[src/pkg/pdmc_map.vh]
// register offsets, field positions, reset values and counts of the microphone capture block
`ifndef PDMC_MAP_VH
`define PDMC_MAP_VH

`define PDMC_OFF_START      12'h000
`define PDMC_OFF_STOP       12'h004
`define PDMC_OFF_EV_STARTED 12'h100
`define PDMC_OFF_EV_STOPPED 12'h104
`define PDMC_OFF_EV_END     12'h108
`define PDMC_OFF_IRQ_ENABLE_MASK      12'h300
`define PDMC_OFF_IRQ_ENABLE_SET   12'h304
`define PDMC_OFF_IRQ_ENABLE_CLEAR   12'h308
`define PDMC_OFF_ENABLE     12'h500
`define PDMC_OFF_CLKFREQ    12'h504
`define PDMC_OFF_MODE       12'h508
`define PDMC_OFF_LEFT_GAIN      12'h518
`define PDMC_OFF_RIGHT_GAIN      12'h51c
`define PDMC_OFF_RATIO      12'h520
`define PDMC_OFF_PSEL_CLK   12'h540
`define PDMC_OFF_PSEL_DIN   12'h544
`define PDMC_OFF_PTR        12'h560
`define PDMC_OFF_MAXCNT     12'h564

`define PDMC_BIT_STARTED    0
`define PDMC_BIT_STOPPED    1
`define PDMC_BIT_END        2
`define PDMC_BIT_ENABLE     0
`define PDMC_BIT_OPERATION  0
`define PDMC_BIT_EDGE       1
`define PDMC_BIT_RATIO      0
`define PDMC_BIT_CONNECT    31

`define PDMC_RST_ZERO       32'h00000000
`define PDMC_RST_CLKFREQ    32'h08400000
`define PDMC_RST_GAIN       7'h28
`define PDMC_RST_PSEL       32'hffffffff

`define PDMC_RATIO64        7'h40
`define PDMC_RATIO80        7'h50

`define PDMC_RESP_OKAY      2'h0
`define PDMC_RESP_SLVERR    2'h2

`endif

[src/design/pdmc_capture.v]
// microphone capture block: register slave, clock generator, bit sampler, packing and dma writer
//
// Added by the designer: register access over AXI4-Lite.
`timescale 1ns/100ps
`default_nettype none
`include "pdmc_map.vh"

module pdmc_capture (
  // clock and reset
  input  wire        aclk,
  input  wire        aresetn,
  // axi4-lite write address, data and response
  input  wire [11:0] s_axi_awaddr,
  input  wire        s_axi_awvalid,
  output reg         s_axi_awready,
  input  wire [31:0] s_axi_wdata,
  input  wire [3:0]  s_axi_wstrb,
  input  wire        s_axi_wvalid,
  output reg         s_axi_wready,
  output reg  [1:0]  s_axi_bresp,
  output reg         s_axi_bvalid,
  input  wire        s_axi_bready,
  // axi4-lite read
  input  wire [11:0] s_axi_araddr,
  input  wire        s_axi_arvalid,
  output reg         s_axi_arready,
  output reg  [31:0] s_axi_rdata,
  output reg  [1:0]  s_axi_rresp,
  output reg         s_axi_rvalid,
  input  wire        s_axi_rready,
  // dma write port toward ram
  output reg         dma_valid,
  output reg  [31:0] dma_addr,
  output reg  [31:0] dma_wdata,
  input  wire        dma_ready,
  // microphone clock pin and gpio fallback
  input  wire        gpio_clk_out,
  input  wire        gpio_clk_oe,
  output reg         mic_bit_clock_out,
  output reg         mic_bit_clock_oe,
  output reg  [5:0]  clk_pin_number,
  // microphone data pin
  input  wire        mic_data_in,
  output reg  [5:0]  din_pin_number,
  // interrupt
  output reg         irq
);

  localparam ST_IDLE = 2'h0;
  localparam ST_RUN  = 2'h1;
  localparam ST_STOP = 2'h2;

  // register file
  reg  [2:0]  ev;
  reg  [2:0]  irq_enable_mask;
  reg         enable;
  reg  [31:0] clk_freq;
  reg  [1:0]  mode;
  reg  [6:0]  gain_l;
  reg  [6:0]  gain_r;
  reg         ratio;
  reg  [31:0] psel_clk;
  reg  [31:0] psel_din;
  reg  [31:0] ptr_shadow;
  reg  [31:0] maxcnt_shadow;
  reg         start_pulse;
  reg         stop_pulse;

  // axi write holding
  reg         aw_have;
  reg         w_have;
  reg  [11:0] aw_addr;
  reg  [31:0] w_data;
  reg  [3:0]  w_strb;

  // core state
  reg  [1:0]  state;
  reg  [2:0]  ev_set;
  reg  [31:0] work_ptr;
  reg  [31:0] work_cnt;
  reg  [31:0] done_cnt;
  reg  [31:0] word_addr;
  reg  [15:0] pack_low;
  reg         pack_half;

  // clock generation and sampling
  reg  [31:0] nco;
  reg         mic_clk;
  reg         din_meta;
  reg         din_sync;
  reg  [6:0]  ones_l;
  reg  [6:0]  ones_r;
  reg  [6:0]  bit_cnt;
  reg  [15:0] smp_l;
  reg  [15:0] smp_r;
  reg         smp_valid;

  wire        wr_go   = aw_have && w_have && !s_axi_bvalid;
  wire [31:0] wmask   = {{8{w_strb[3]}}, {8{w_strb[2]}}, {8{w_strb[1]}}, {8{w_strb[0]}}};
  wire        route_clk = enable && !psel_clk[`PDMC_BIT_CONNECT];
  wire        route_din = enable && !psel_din[`PDMC_BIT_CONNECT];
  wire [32:0] nco_sum = {1'b0, nco} + {1'b0, clk_freq};
  wire        run_clk = enable && (state != ST_IDLE);
  wire        rise    = run_clk && !mic_clk && nco_sum[31];
  wire        fall    = run_clk && mic_clk && !nco_sum[31];
  wire [6:0]  ratio_n = ratio ? `PDMC_RATIO80 : `PDMC_RATIO64;
  wire        din_bit = route_din & din_sync;

  function [15:0] to_pcm;
    input [6:0] ones;
    input [6:0] n;
    reg   [7:0] diff;
    begin
      diff   = {ones, 1'b0} - {1'b0, n};
      to_pcm = {diff, 8'h00};
    end
  endfunction

  // register read mux
  reg  [31:0] rd_val;
  reg         rd_ok;
  always @* begin
    rd_val = `PDMC_RST_ZERO;
    rd_ok  = 1'b1;
    case (s_axi_araddr)
      `PDMC_OFF_START:      rd_val = `PDMC_RST_ZERO;
      `PDMC_OFF_STOP:       rd_val = `PDMC_RST_ZERO;
      `PDMC_OFF_EV_STARTED: rd_val = {31'h0, ev[`PDMC_BIT_STARTED]};
      `PDMC_OFF_EV_STOPPED: rd_val = {31'h0, ev[`PDMC_BIT_STOPPED]};
      `PDMC_OFF_EV_END:     rd_val = {31'h0, ev[`PDMC_BIT_END]};
      `PDMC_OFF_IRQ_ENABLE_MASK:      rd_val = {29'h0, irq_enable_mask};
      `PDMC_OFF_IRQ_ENABLE_SET:   rd_val = {29'h0, irq_enable_mask};
      `PDMC_OFF_IRQ_ENABLE_CLEAR:   rd_val = {29'h0, irq_enable_mask};
      `PDMC_OFF_ENABLE:     rd_val = {31'h0, enable};
      `PDMC_OFF_CLKFREQ:    rd_val = clk_freq;
      `PDMC_OFF_MODE:       rd_val = {30'h0, mode};
      `PDMC_OFF_LEFT_GAIN:      rd_val = {25'h0, gain_l};
      `PDMC_OFF_RIGHT_GAIN:      rd_val = {25'h0, gain_r};
      `PDMC_OFF_RATIO:      rd_val = {31'h0, ratio};
      `PDMC_OFF_PSEL_CLK:   rd_val = psel_clk;
      `PDMC_OFF_PSEL_DIN:   rd_val = psel_din;
      `PDMC_OFF_PTR:        rd_val = ptr_shadow;
      `PDMC_OFF_MAXCNT:     rd_val = maxcnt_shadow;
      default:              rd_ok  = 1'b0;
    endcase
  end

  // axi handshakes and register writes
  always @(posedge aclk) begin
    if (!aresetn) begin
      s_axi_awready <= 1'b1;
      s_axi_wready  <= 1'b1;
      s_axi_bvalid  <= 1'b0;
      s_axi_bresp   <= `PDMC_RESP_OKAY;
      s_axi_arready <= 1'b1;
      s_axi_rvalid  <= 1'b0;
      s_axi_rresp   <= `PDMC_RESP_OKAY;
      s_axi_rdata   <= `PDMC_RST_ZERO;
      aw_have       <= 1'b0;
      w_have        <= 1'b0;
      aw_addr       <= 12'h000;
      w_data        <= `PDMC_RST_ZERO;
      w_strb        <= 4'h0;
      ev            <= 3'h0;
      irq_enable_mask         <= 3'h0;
      enable        <= 1'b0;
      clk_freq      <= `PDMC_RST_CLKFREQ;
      mode          <= 2'h0;
      gain_l        <= `PDMC_RST_GAIN;
      gain_r        <= `PDMC_RST_GAIN;
      ratio         <= 1'b0;
      psel_clk      <= `PDMC_RST_PSEL;
      psel_din      <= `PDMC_RST_PSEL;
      ptr_shadow    <= `PDMC_RST_ZERO;
      maxcnt_shadow <= `PDMC_RST_ZERO;
      start_pulse   <= 1'b0;
      stop_pulse    <= 1'b0;
    end else begin
      start_pulse <= 1'b0;
      stop_pulse  <= 1'b0;
      if (s_axi_awvalid && s_axi_awready) begin
        aw_have       <= 1'b1;
        aw_addr       <= s_axi_awaddr;
        s_axi_awready <= 1'b0;
      end
      if (s_axi_wvalid && s_axi_wready) begin
        w_have       <= 1'b1;
        w_data       <= s_axi_wdata;
        w_strb       <= s_axi_wstrb;
        s_axi_wready <= 1'b0;
      end
      if (s_axi_bvalid && s_axi_bready) begin
        s_axi_bvalid  <= 1'b0;
        s_axi_awready <= 1'b1;
        s_axi_wready  <= 1'b1;
      end
      if (wr_go) begin
        aw_have      <= 1'b0;
        w_have       <= 1'b0;
        s_axi_bvalid <= 1'b1;
        s_axi_bresp  <= `PDMC_RESP_OKAY;
        case (aw_addr)
          `PDMC_OFF_START: start_pulse <= w_strb[0] & w_data[0];
          `PDMC_OFF_STOP:  stop_pulse  <= w_strb[0] & w_data[0];
          `PDMC_OFF_EV_STARTED: if (w_strb[0]) ev[`PDMC_BIT_STARTED] <= w_data[0];
          `PDMC_OFF_EV_STOPPED: if (w_strb[0]) ev[`PDMC_BIT_STOPPED] <= w_data[0];
          `PDMC_OFF_EV_END:     if (w_strb[0]) ev[`PDMC_BIT_END] <= w_data[0];
          `PDMC_OFF_IRQ_ENABLE_MASK:    if (w_strb[0]) irq_enable_mask <= w_data[2:0];
          `PDMC_OFF_IRQ_ENABLE_SET: if (w_strb[0]) irq_enable_mask <= irq_enable_mask | w_data[2:0];
          `PDMC_OFF_IRQ_ENABLE_CLEAR: if (w_strb[0]) irq_enable_mask <= irq_enable_mask & ~w_data[2:0];
          `PDMC_OFF_ENABLE:   if (w_strb[0]) enable <= w_data[`PDMC_BIT_ENABLE];
          `PDMC_OFF_CLKFREQ:  clk_freq <= (clk_freq & ~wmask) | (w_data & wmask);
          `PDMC_OFF_MODE:     if (w_strb[0]) mode <= w_data[1:0];
          `PDMC_OFF_LEFT_GAIN:    if (w_strb[0]) gain_l <= w_data[6:0];
          `PDMC_OFF_RIGHT_GAIN:    if (w_strb[0]) gain_r <= w_data[6:0];
          `PDMC_OFF_RATIO:    if (w_strb[0]) ratio <= w_data[`PDMC_BIT_RATIO];
          `PDMC_OFF_PSEL_CLK: psel_clk <= (psel_clk & ~wmask) | (w_data & wmask);
          `PDMC_OFF_PSEL_DIN: psel_din <= (psel_din & ~wmask) | (w_data & wmask);
          `PDMC_OFF_PTR:      ptr_shadow <= (ptr_shadow & ~wmask) | (w_data & wmask);
          `PDMC_OFF_MAXCNT:   maxcnt_shadow <= (maxcnt_shadow & ~wmask) | (w_data & wmask);
          default:            s_axi_bresp <= `PDMC_RESP_SLVERR;
        endcase
      end
      ev <= ev_set | (wr_go && aw_addr == `PDMC_OFF_EV_STARTED && w_strb[0] ?
                      {ev[2:1], w_data[0]} :
                      wr_go && aw_addr == `PDMC_OFF_EV_STOPPED && w_strb[0] ?
                      {ev[2], w_data[0], ev[0]} :
                      wr_go && aw_addr == `PDMC_OFF_EV_END && w_strb[0] ?
                      {w_data[0], ev[1:0]} : ev);
      if (s_axi_arvalid && s_axi_arready) begin
        s_axi_arready <= 1'b0;
        s_axi_rvalid  <= 1'b1;
        s_axi_rdata   <= rd_val;
        s_axi_rresp   <= rd_ok ? `PDMC_RESP_OKAY : `PDMC_RESP_SLVERR;
      end
      if (s_axi_rvalid && s_axi_rready) begin
        s_axi_rvalid  <= 1'b0;
        s_axi_arready <= 1'b1;
      end
    end
  end

  // clock generator, data synchroniser and bit accumulation
  always @(posedge aclk) begin
    if (!aresetn) begin
      nco       <= `PDMC_RST_ZERO;
      mic_clk   <= 1'b0;
      din_meta  <= 1'b0;
      din_sync  <= 1'b0;
      ones_l    <= 7'h00;
      ones_r    <= 7'h00;
      bit_cnt   <= 7'h00;
      smp_l     <= 16'h0000;
      smp_r     <= 16'h0000;
      smp_valid <= 1'b0;
    end else begin
      din_meta  <= mic_data_in;
      din_sync  <= din_meta;
      smp_valid <= 1'b0;
      if (run_clk) begin
        nco     <= nco_sum[31:0];
        mic_clk <= nco_sum[31];
      end else begin
        nco     <= `PDMC_RST_ZERO;
        mic_clk <= 1'b0;
        ones_l  <= 7'h00;
        ones_r  <= 7'h00;
        bit_cnt <= 7'h00;
      end
      if (fall) begin
        if (mode[`PDMC_BIT_EDGE])
          ones_r <= ones_r + {6'h00, din_bit};
        else
          ones_l <= ones_l + {6'h00, din_bit};
      end
      if (rise) begin
        if (bit_cnt == ratio_n - 7'h01) begin
          bit_cnt   <= 7'h00;
          smp_valid <= 1'b1;
          if (mode[`PDMC_BIT_EDGE]) begin
            smp_l  <= to_pcm(ones_l + {6'h00, din_bit}, ratio_n);
            smp_r  <= to_pcm(ones_r, ratio_n);
          end else begin
            smp_l  <= to_pcm(ones_l, ratio_n);
            smp_r  <= to_pcm(ones_r + {6'h00, din_bit}, ratio_n);
          end
          ones_l <= 7'h00;
          ones_r <= 7'h00;
        end else begin
          bit_cnt <= bit_cnt + 7'h01;
          if (mode[`PDMC_BIT_EDGE])
            ones_l <= ones_l + {6'h00, din_bit};
          else
            ones_r <= ones_r + {6'h00, din_bit};
        end
      end
    end
  end

  // capture control, packing and dma
  always @(posedge aclk) begin
    if (!aresetn) begin
      state     <= ST_IDLE;
      ev_set    <= 3'h0;
      work_ptr  <= `PDMC_RST_ZERO;
      work_cnt  <= `PDMC_RST_ZERO;
      done_cnt  <= `PDMC_RST_ZERO;
      word_addr <= `PDMC_RST_ZERO;
      pack_low  <= 16'h0000;
      pack_half <= 1'b0;
      dma_valid <= 1'b0;
      dma_addr  <= `PDMC_RST_ZERO;
      dma_wdata <= `PDMC_RST_ZERO;
    end else begin
      ev_set <= 3'h0;
      if (dma_valid && dma_ready)
        dma_valid <= 1'b0;
      case (state)
        ST_IDLE: begin
          pack_half <= 1'b0;
          if (start_pulse && enable) begin
            work_ptr  <= ptr_shadow;
            work_cnt  <= maxcnt_shadow;
            word_addr <= ptr_shadow;
            done_cnt  <= `PDMC_RST_ZERO;
            ev_set[`PDMC_BIT_STARTED] <= 1'b1;
            state     <= ST_RUN;
          end
        end
        ST_RUN, ST_STOP: begin
          if (stop_pulse)
            state <= ST_STOP;
          if (!enable) begin
            state <= ST_IDLE;
          end else if (smp_valid && !dma_valid) begin
            if (mode[`PDMC_BIT_OPERATION] && !pack_half) begin
              // earlier mono sample waits in low half
              pack_low  <= smp_l;
              pack_half <= 1'b1;
            end else begin
              dma_valid <= 1'b1;
              dma_addr  <= word_addr;
              // later mono sample in high half
              // low half lands at the lower byte address
              dma_wdata <= mode[`PDMC_BIT_OPERATION] ? {smp_l, pack_low} : {smp_r, smp_l};
              pack_half <= 1'b0;
              // two samples, four bytes per word
              if (done_cnt + 32'h2 >= work_cnt) begin
                ev_set[`PDMC_BIT_END] <= 1'b1;
                if (state == ST_STOP || stop_pulse) begin
                  ev_set[`PDMC_BIT_STOPPED] <= 1'b1;
                  state <= ST_IDLE;
                end else begin
                  work_ptr  <= ptr_shadow;
                  work_cnt  <= maxcnt_shadow;
                  word_addr <= ptr_shadow;
                  done_cnt  <= `PDMC_RST_ZERO;
                  ev_set[`PDMC_BIT_STARTED] <= 1'b1;
                end
              end else if (state == ST_STOP || stop_pulse) begin
                ev_set[`PDMC_BIT_END]     <= 1'b1;
                ev_set[`PDMC_BIT_STOPPED] <= 1'b1;
                state <= ST_IDLE;
              end else begin
                done_cnt  <= done_cnt + 32'h2;
                word_addr <= word_addr + 32'h4;
              end
            end
          end
        end
        default: state <= ST_IDLE;
      endcase
    end
  end

  // pin routing and interrupt line
  always @(posedge aclk) begin
    if (!aresetn) begin
      mic_bit_clock_out <= 1'b0;
      mic_bit_clock_oe  <= 1'b0;
      clk_pin_number    <= 6'h3f;
      din_pin_number    <= 6'h3f;
      irq               <= 1'b0;
    end else begin
      // gpio owns the pin when disabled
      mic_bit_clock_out <= route_clk ? mic_clk : gpio_clk_out;
      mic_bit_clock_oe  <= route_clk ? 1'b1 : gpio_clk_oe;
      clk_pin_number    <= psel_clk[5:0];
      din_pin_number    <= psel_din[5:0];
      irq               <= |(ev & irq_enable_mask);
    end
  end

endmodule
`default_nettype wire

[config.mk]
export PLATFORM = sky130hd
export DESIGN_NAME = pdmc_capture
export DESIGN_NICKNAME = d
export VERILOG_FILES = /design/src/design/pdmc_capture.v
export VERILOG_INCLUDE_DIRS = /design/src /design/src/pkg
export SDC_FILE = /design/constraint.sdc
export NUM_CORES = 1
export LEC_CHECK = 0
export BUFFER_PORTS_ARGS = -buffer_cell sky130_fd_sc_hd__buf_2
export CAP_MARGIN = 5
export CORE_UTILIZATION = 26
export DETAILED_ROUTE_END_ITERATION = 10
export GPL_ROUTABILITY_DRIVEN = 0
export SYNTH_ARGS = -nofsm -noshare
export SYNTH_HDL_FRONTEND = slang
export SYNTH_SLANG_ARGS = --single-unit
export TNS_END_PERCENT = 50
[constraint.sdc]
create_clock -name aclk -period 5.4 [get_ports aclk]
set_input_delay 0 -clock aclk [delete_from_list [all_inputs] [get_ports aclk]]
set_output_delay 0 -clock aclk [all_outputs]
set_load 0.02 [all_outputs]
==> impl_summary.log <==
INFO  metric status = complete, no violations
INFO  metric async_flop_share = 0
INFO  metric synth.top_cells.by_area = dfxtp_1 (44%), nand2_1 (8.9%), a21oi_1 (5.3%), mux2i_1 (4.1%), ha_1 (4.0%)
INFO  metric total_power = 8.11 mW
INFO  metric worst-endpoint-arrival = 4.75 ns
INFO  metric tightestPinTransition = 1.16 ns
INFO  metric timing.critical_path.fanout_max = 19
INFO  metric filler_cell_count = 9343
INFO  metric detail_route.vias_per_cell = 4.92
INFO  metric final.setup_skew = 0.0262 ns
INFO  metric wire_length_of_the_first_global_routing_pass = 114000 microns
INFO  metric antenna-diode-count = 0
INFO  metric i_o_buffers = 171
INFO  metric placementRows = 109
INFO  metric cts.root.buffer_cell = clkbuf_16
INFO  metric synth_edf_count = 0
INFO  metric top_post_synthesis_cells_by_count = nand2_1 (560), dfxtp_1 (515), a21oi_1 (250)
INFO  metric final_layout_size_suffix_gt1_frac = 0.109
INFO  metric synth_area_leader_cell = dfxtp_1
INFO  metric dp.final_hpwl = 50800 microns
INFO  metric dieArea = 91700 sq um
INFO  metric cts_setup_buffers = 0
INFO  metric timing_hold_violations_final = 0
INFO  metric yosys_most_used_dff = dfxtp_1
INFO  metric drtAntennaViolNets = 0
INFO  metric drt_iter0_markers = 1705
INFO  metric timing.setup.tns = 0 ns
INFO  metric yosysWarnings = 0
INFO  metric stdcell_count = 4220
INFO  metric nets = 3159
INFO  metric floorplan.initialDensity = 0.264
INFO  metric cts.clk_slew.worst_paths = 0.07 ns
INFO  metric drt_pre_antenna_iters = 7
INFO  metric grt_max_degree = 136
INFO  metric grt_antenna_before_repair = 3
INFO  metric route.detailed.wl_per_inst = 17.5 microns
INFO  metric setup.worst_path.end_class = flop
INFO  metric yosysMostFrequentCell = nand2_1
INFO  metric maxSlewHeadroom = 0.228
INFO  metric globalRoute.totalOverflow = 0
INFO  metric fin_crit = 4.23 ns
INFO  metric cp.required = 5.92 ns
INFO  metric timing.critical_path.from_type = flop
INFO  metric tritoncts = yes
INFO  metric routed-via-count = 20800
INFO  metric cts.sinks = 515
INFO  metric global_route.usage.total = 0.157
INFO  metric worstSetupPathType = flop to flop
INFO  metric setup_repair_after_global_routing_missed_its_margin = no
INFO  metric synth_area = 23500 sq um
INFO  metric placeableCoreArea = 89100 sq um
INFO  metric maxSlewViolCount = 0
INFO  metric htree_levels = 2
INFO  metric power.leakage = 10.7 nW
INFO  metric layout_worst_path_cycle_share = 0.784
INFO  metric post_synth_num_cell_types = 84
INFO  metric setup_viol = 0
INFO  metric postSynthAreaPerCell = 8.18 sq um
INFO  metric dp.cells = 4055
INFO  metric sum_of_routed_wire_length_over_all_layers = 73700 microns
INFO  metric fin_hold_ws = 0.0664 ns
INFO  metric synth_cells = 2875
INFO  metric ys_ff_latch = 515
INFO  metric worstSkewPairLatency = 0.61 ns
INFO  metric tritoncts.num_buffers = 53
INFO  metric synth_top_area_share = 0.438
INFO  metric fin_util = 0.312
INFO  metric vias_in_the_first_global_route = 19600
INFO  metric remaining_drc_errors = 0
INFO  metric maxClockFrequency = 236 MHz
INFO  metric die_width = 303 microns
INFO  metric chipHeight = 303 microns
INFO  metric clock_buffer_depth = 3
INFO  metric hold_buffers = 66
INFO  metric cts_resized = 0
INFO  metric area_growth_syn_to_layout = 18.2%
INFO  metric worst_hold_check_path_type = primary input to flop
INFO  metric pwr_density_cell = 292 nW/um^2
INFO  metric floorplan.io_pins = 192
INFO  metric ys_seq_area_frac = 0.438
INFO  metric peakVddDrop = 0.000254 V
INFO  metric max_cap_viol_count = 0
[sequential cells by signal, summed over array words and instances, names as in the netlist, 14 cells and up]
| name | count |
|---|---|
| done_cnt | 31 |
| psel_clk | 32 |
| dma_addr | 32 |
| clk_freq | 32 |
| psel_din | 32 |
| w_data | 32 |
| dma_wdata | 14 |
| nco | 32 |
| word_addr | 32 |
| s_axi_rdata | 32 |
| work_cnt | 32 |
| maxcnt_shadow | 32 |
| ptr_shadow | 32 |
[path summary, 6_finish.rpt]
| path | startpoint | end | slack, ns | depth (start not counted) |
|---|---|---|---|---|
| setup reg to reg | done_cnt[1] | done_cnt[10] | 1.17 | 19 |
| setup / recovery | done_cnt[1] | done_cnt[10] | 1.17 | 19 |
| hold reg to reg | ev_set[1] | ev[1] | 0.44 | 2 |
| hold / removal | s_axi_araddr[3] | s_axi_rdata[1] | 0.07 | 4 |
[cell families (layout without fill, tap and decap cells)]
kind of cell,count (synthesis),in the layout,share of synthesized area
AO/OA/AOI/OAI,633,633,0.170
XOR/XNOR,104,104,0.0398
adder cells (fa/ha/maj),77,77,0.0413
buffers and inverters,261,422,0.0458
flip-flops,515,515,0.438
multiplexers,98,98,0.0418
other,1,20,0.000159
AND/OR/NAND/NOR,1186,1186,0.222
[layer usage]
metal  global-route usage  vias to the layer above  share of wire
met2                0.258                      562           0.46
met1                0.212                     9812           0.46
met3               0.0255                      104          0.061
met5                    0                        -        0.00014
met4               0.0439                        2          0.024
li1                     -                    10300              -
[worst max-delay path, stage by stage, from the launching register on]
cell and delay (ns):
dfxtp_1 0.39, ha_1 0.23, nand4_1 0.14, nor2_1 0.39, nand2_1 0.10, nor2_1 0.16
buf_4 0.19, nand3_1 0.10, xnor2_1 0.22, ha_1 0.29, a21o_1 0.18, a21o_1 0.17
a21oi_1 0.13, o21a_1 0.17, a211o_1 0.14, a31oi_2 0.08, nor2_1 0.44, buf_4 0.34
nand3_1 0.10, a21oi_1 0.17
[metrics by stage]
stage          setup WS (ns)  cell area, sq um
2_1_floorplan           1.74             23600
3_3_place_gp            1.28             25300
3_5_place_dp            1.18             25300
4_1_cts                 1.13             27800
5_1_grt                0.710             27800
6_report                1.17             27800
[power by group]
group	leakage (nW)	switching, mW	internal (mW)
Clock	0.892	1.64	2.22
Combinational	5.60	0.224	0.118
Sequential	4.17	0.0652	3.84
Total	10.7	1.93	6.18
[cell type report]
cell class / count / area (sq um) / share of cell area
clock buffer: 69 / 1510 / 0.0543
inverter: 61 / 236 / 0.00851
tap: 1165 / 1460 / 0.0524
clock inverter: 30 / 312 / 0.0112
sequential: 515 / 10300 / 0.371
timing repair buffer: 262 / 1720 / 0.0620
multi-input combinational: 2118 / 12200 / 0.441
[cells in the final DEF, fill, tap and decap left out, types with 8 or more instances in the layout]
| cell | n |
|---|---|
| clkbuf_8 | 8 |
| clkinv_2 | 14 |
| nor3_1 | 31 |
| a21o_1 | 22 |
| or2_2 | 8 |
| buf_2 | 170 |
| nand2_1 | 560 |
| inv_1 | 59 |
| dfxtp_1 | 515 |
| o21ai_0 | 123 |
| nor2b_1 | 12 |
| buf_4 | 24 |
| nand2b_1 | 29 |
| a221oi_1 | 38 |
| nand4_1 | 32 |
| nand3_1 | 184 |
| and3_1 | 21 |
| mux2i_1 | 96 |
| clkbuf_16 | 55 |
| xor2_1 | 55 |
| xnor2_1 | 47 |
| a32o_1 | 11 |
| ha_1 | 76 |
| conb_1 | 20 |
| a21oi_1 | 250 |
| nor2_1 | 239 |
| a22oi_1 | 10 |
| a222oi_1 | 32 |
| a31oi_1 | 14 |
| o22ai_1 | 8 |
| and2_1 | 18 |
| dlygate4sd3_1 | 66 |
| or3_1 | 10 |
| a211oi_1 | 64 |
(Power assumes the default switching activity.)
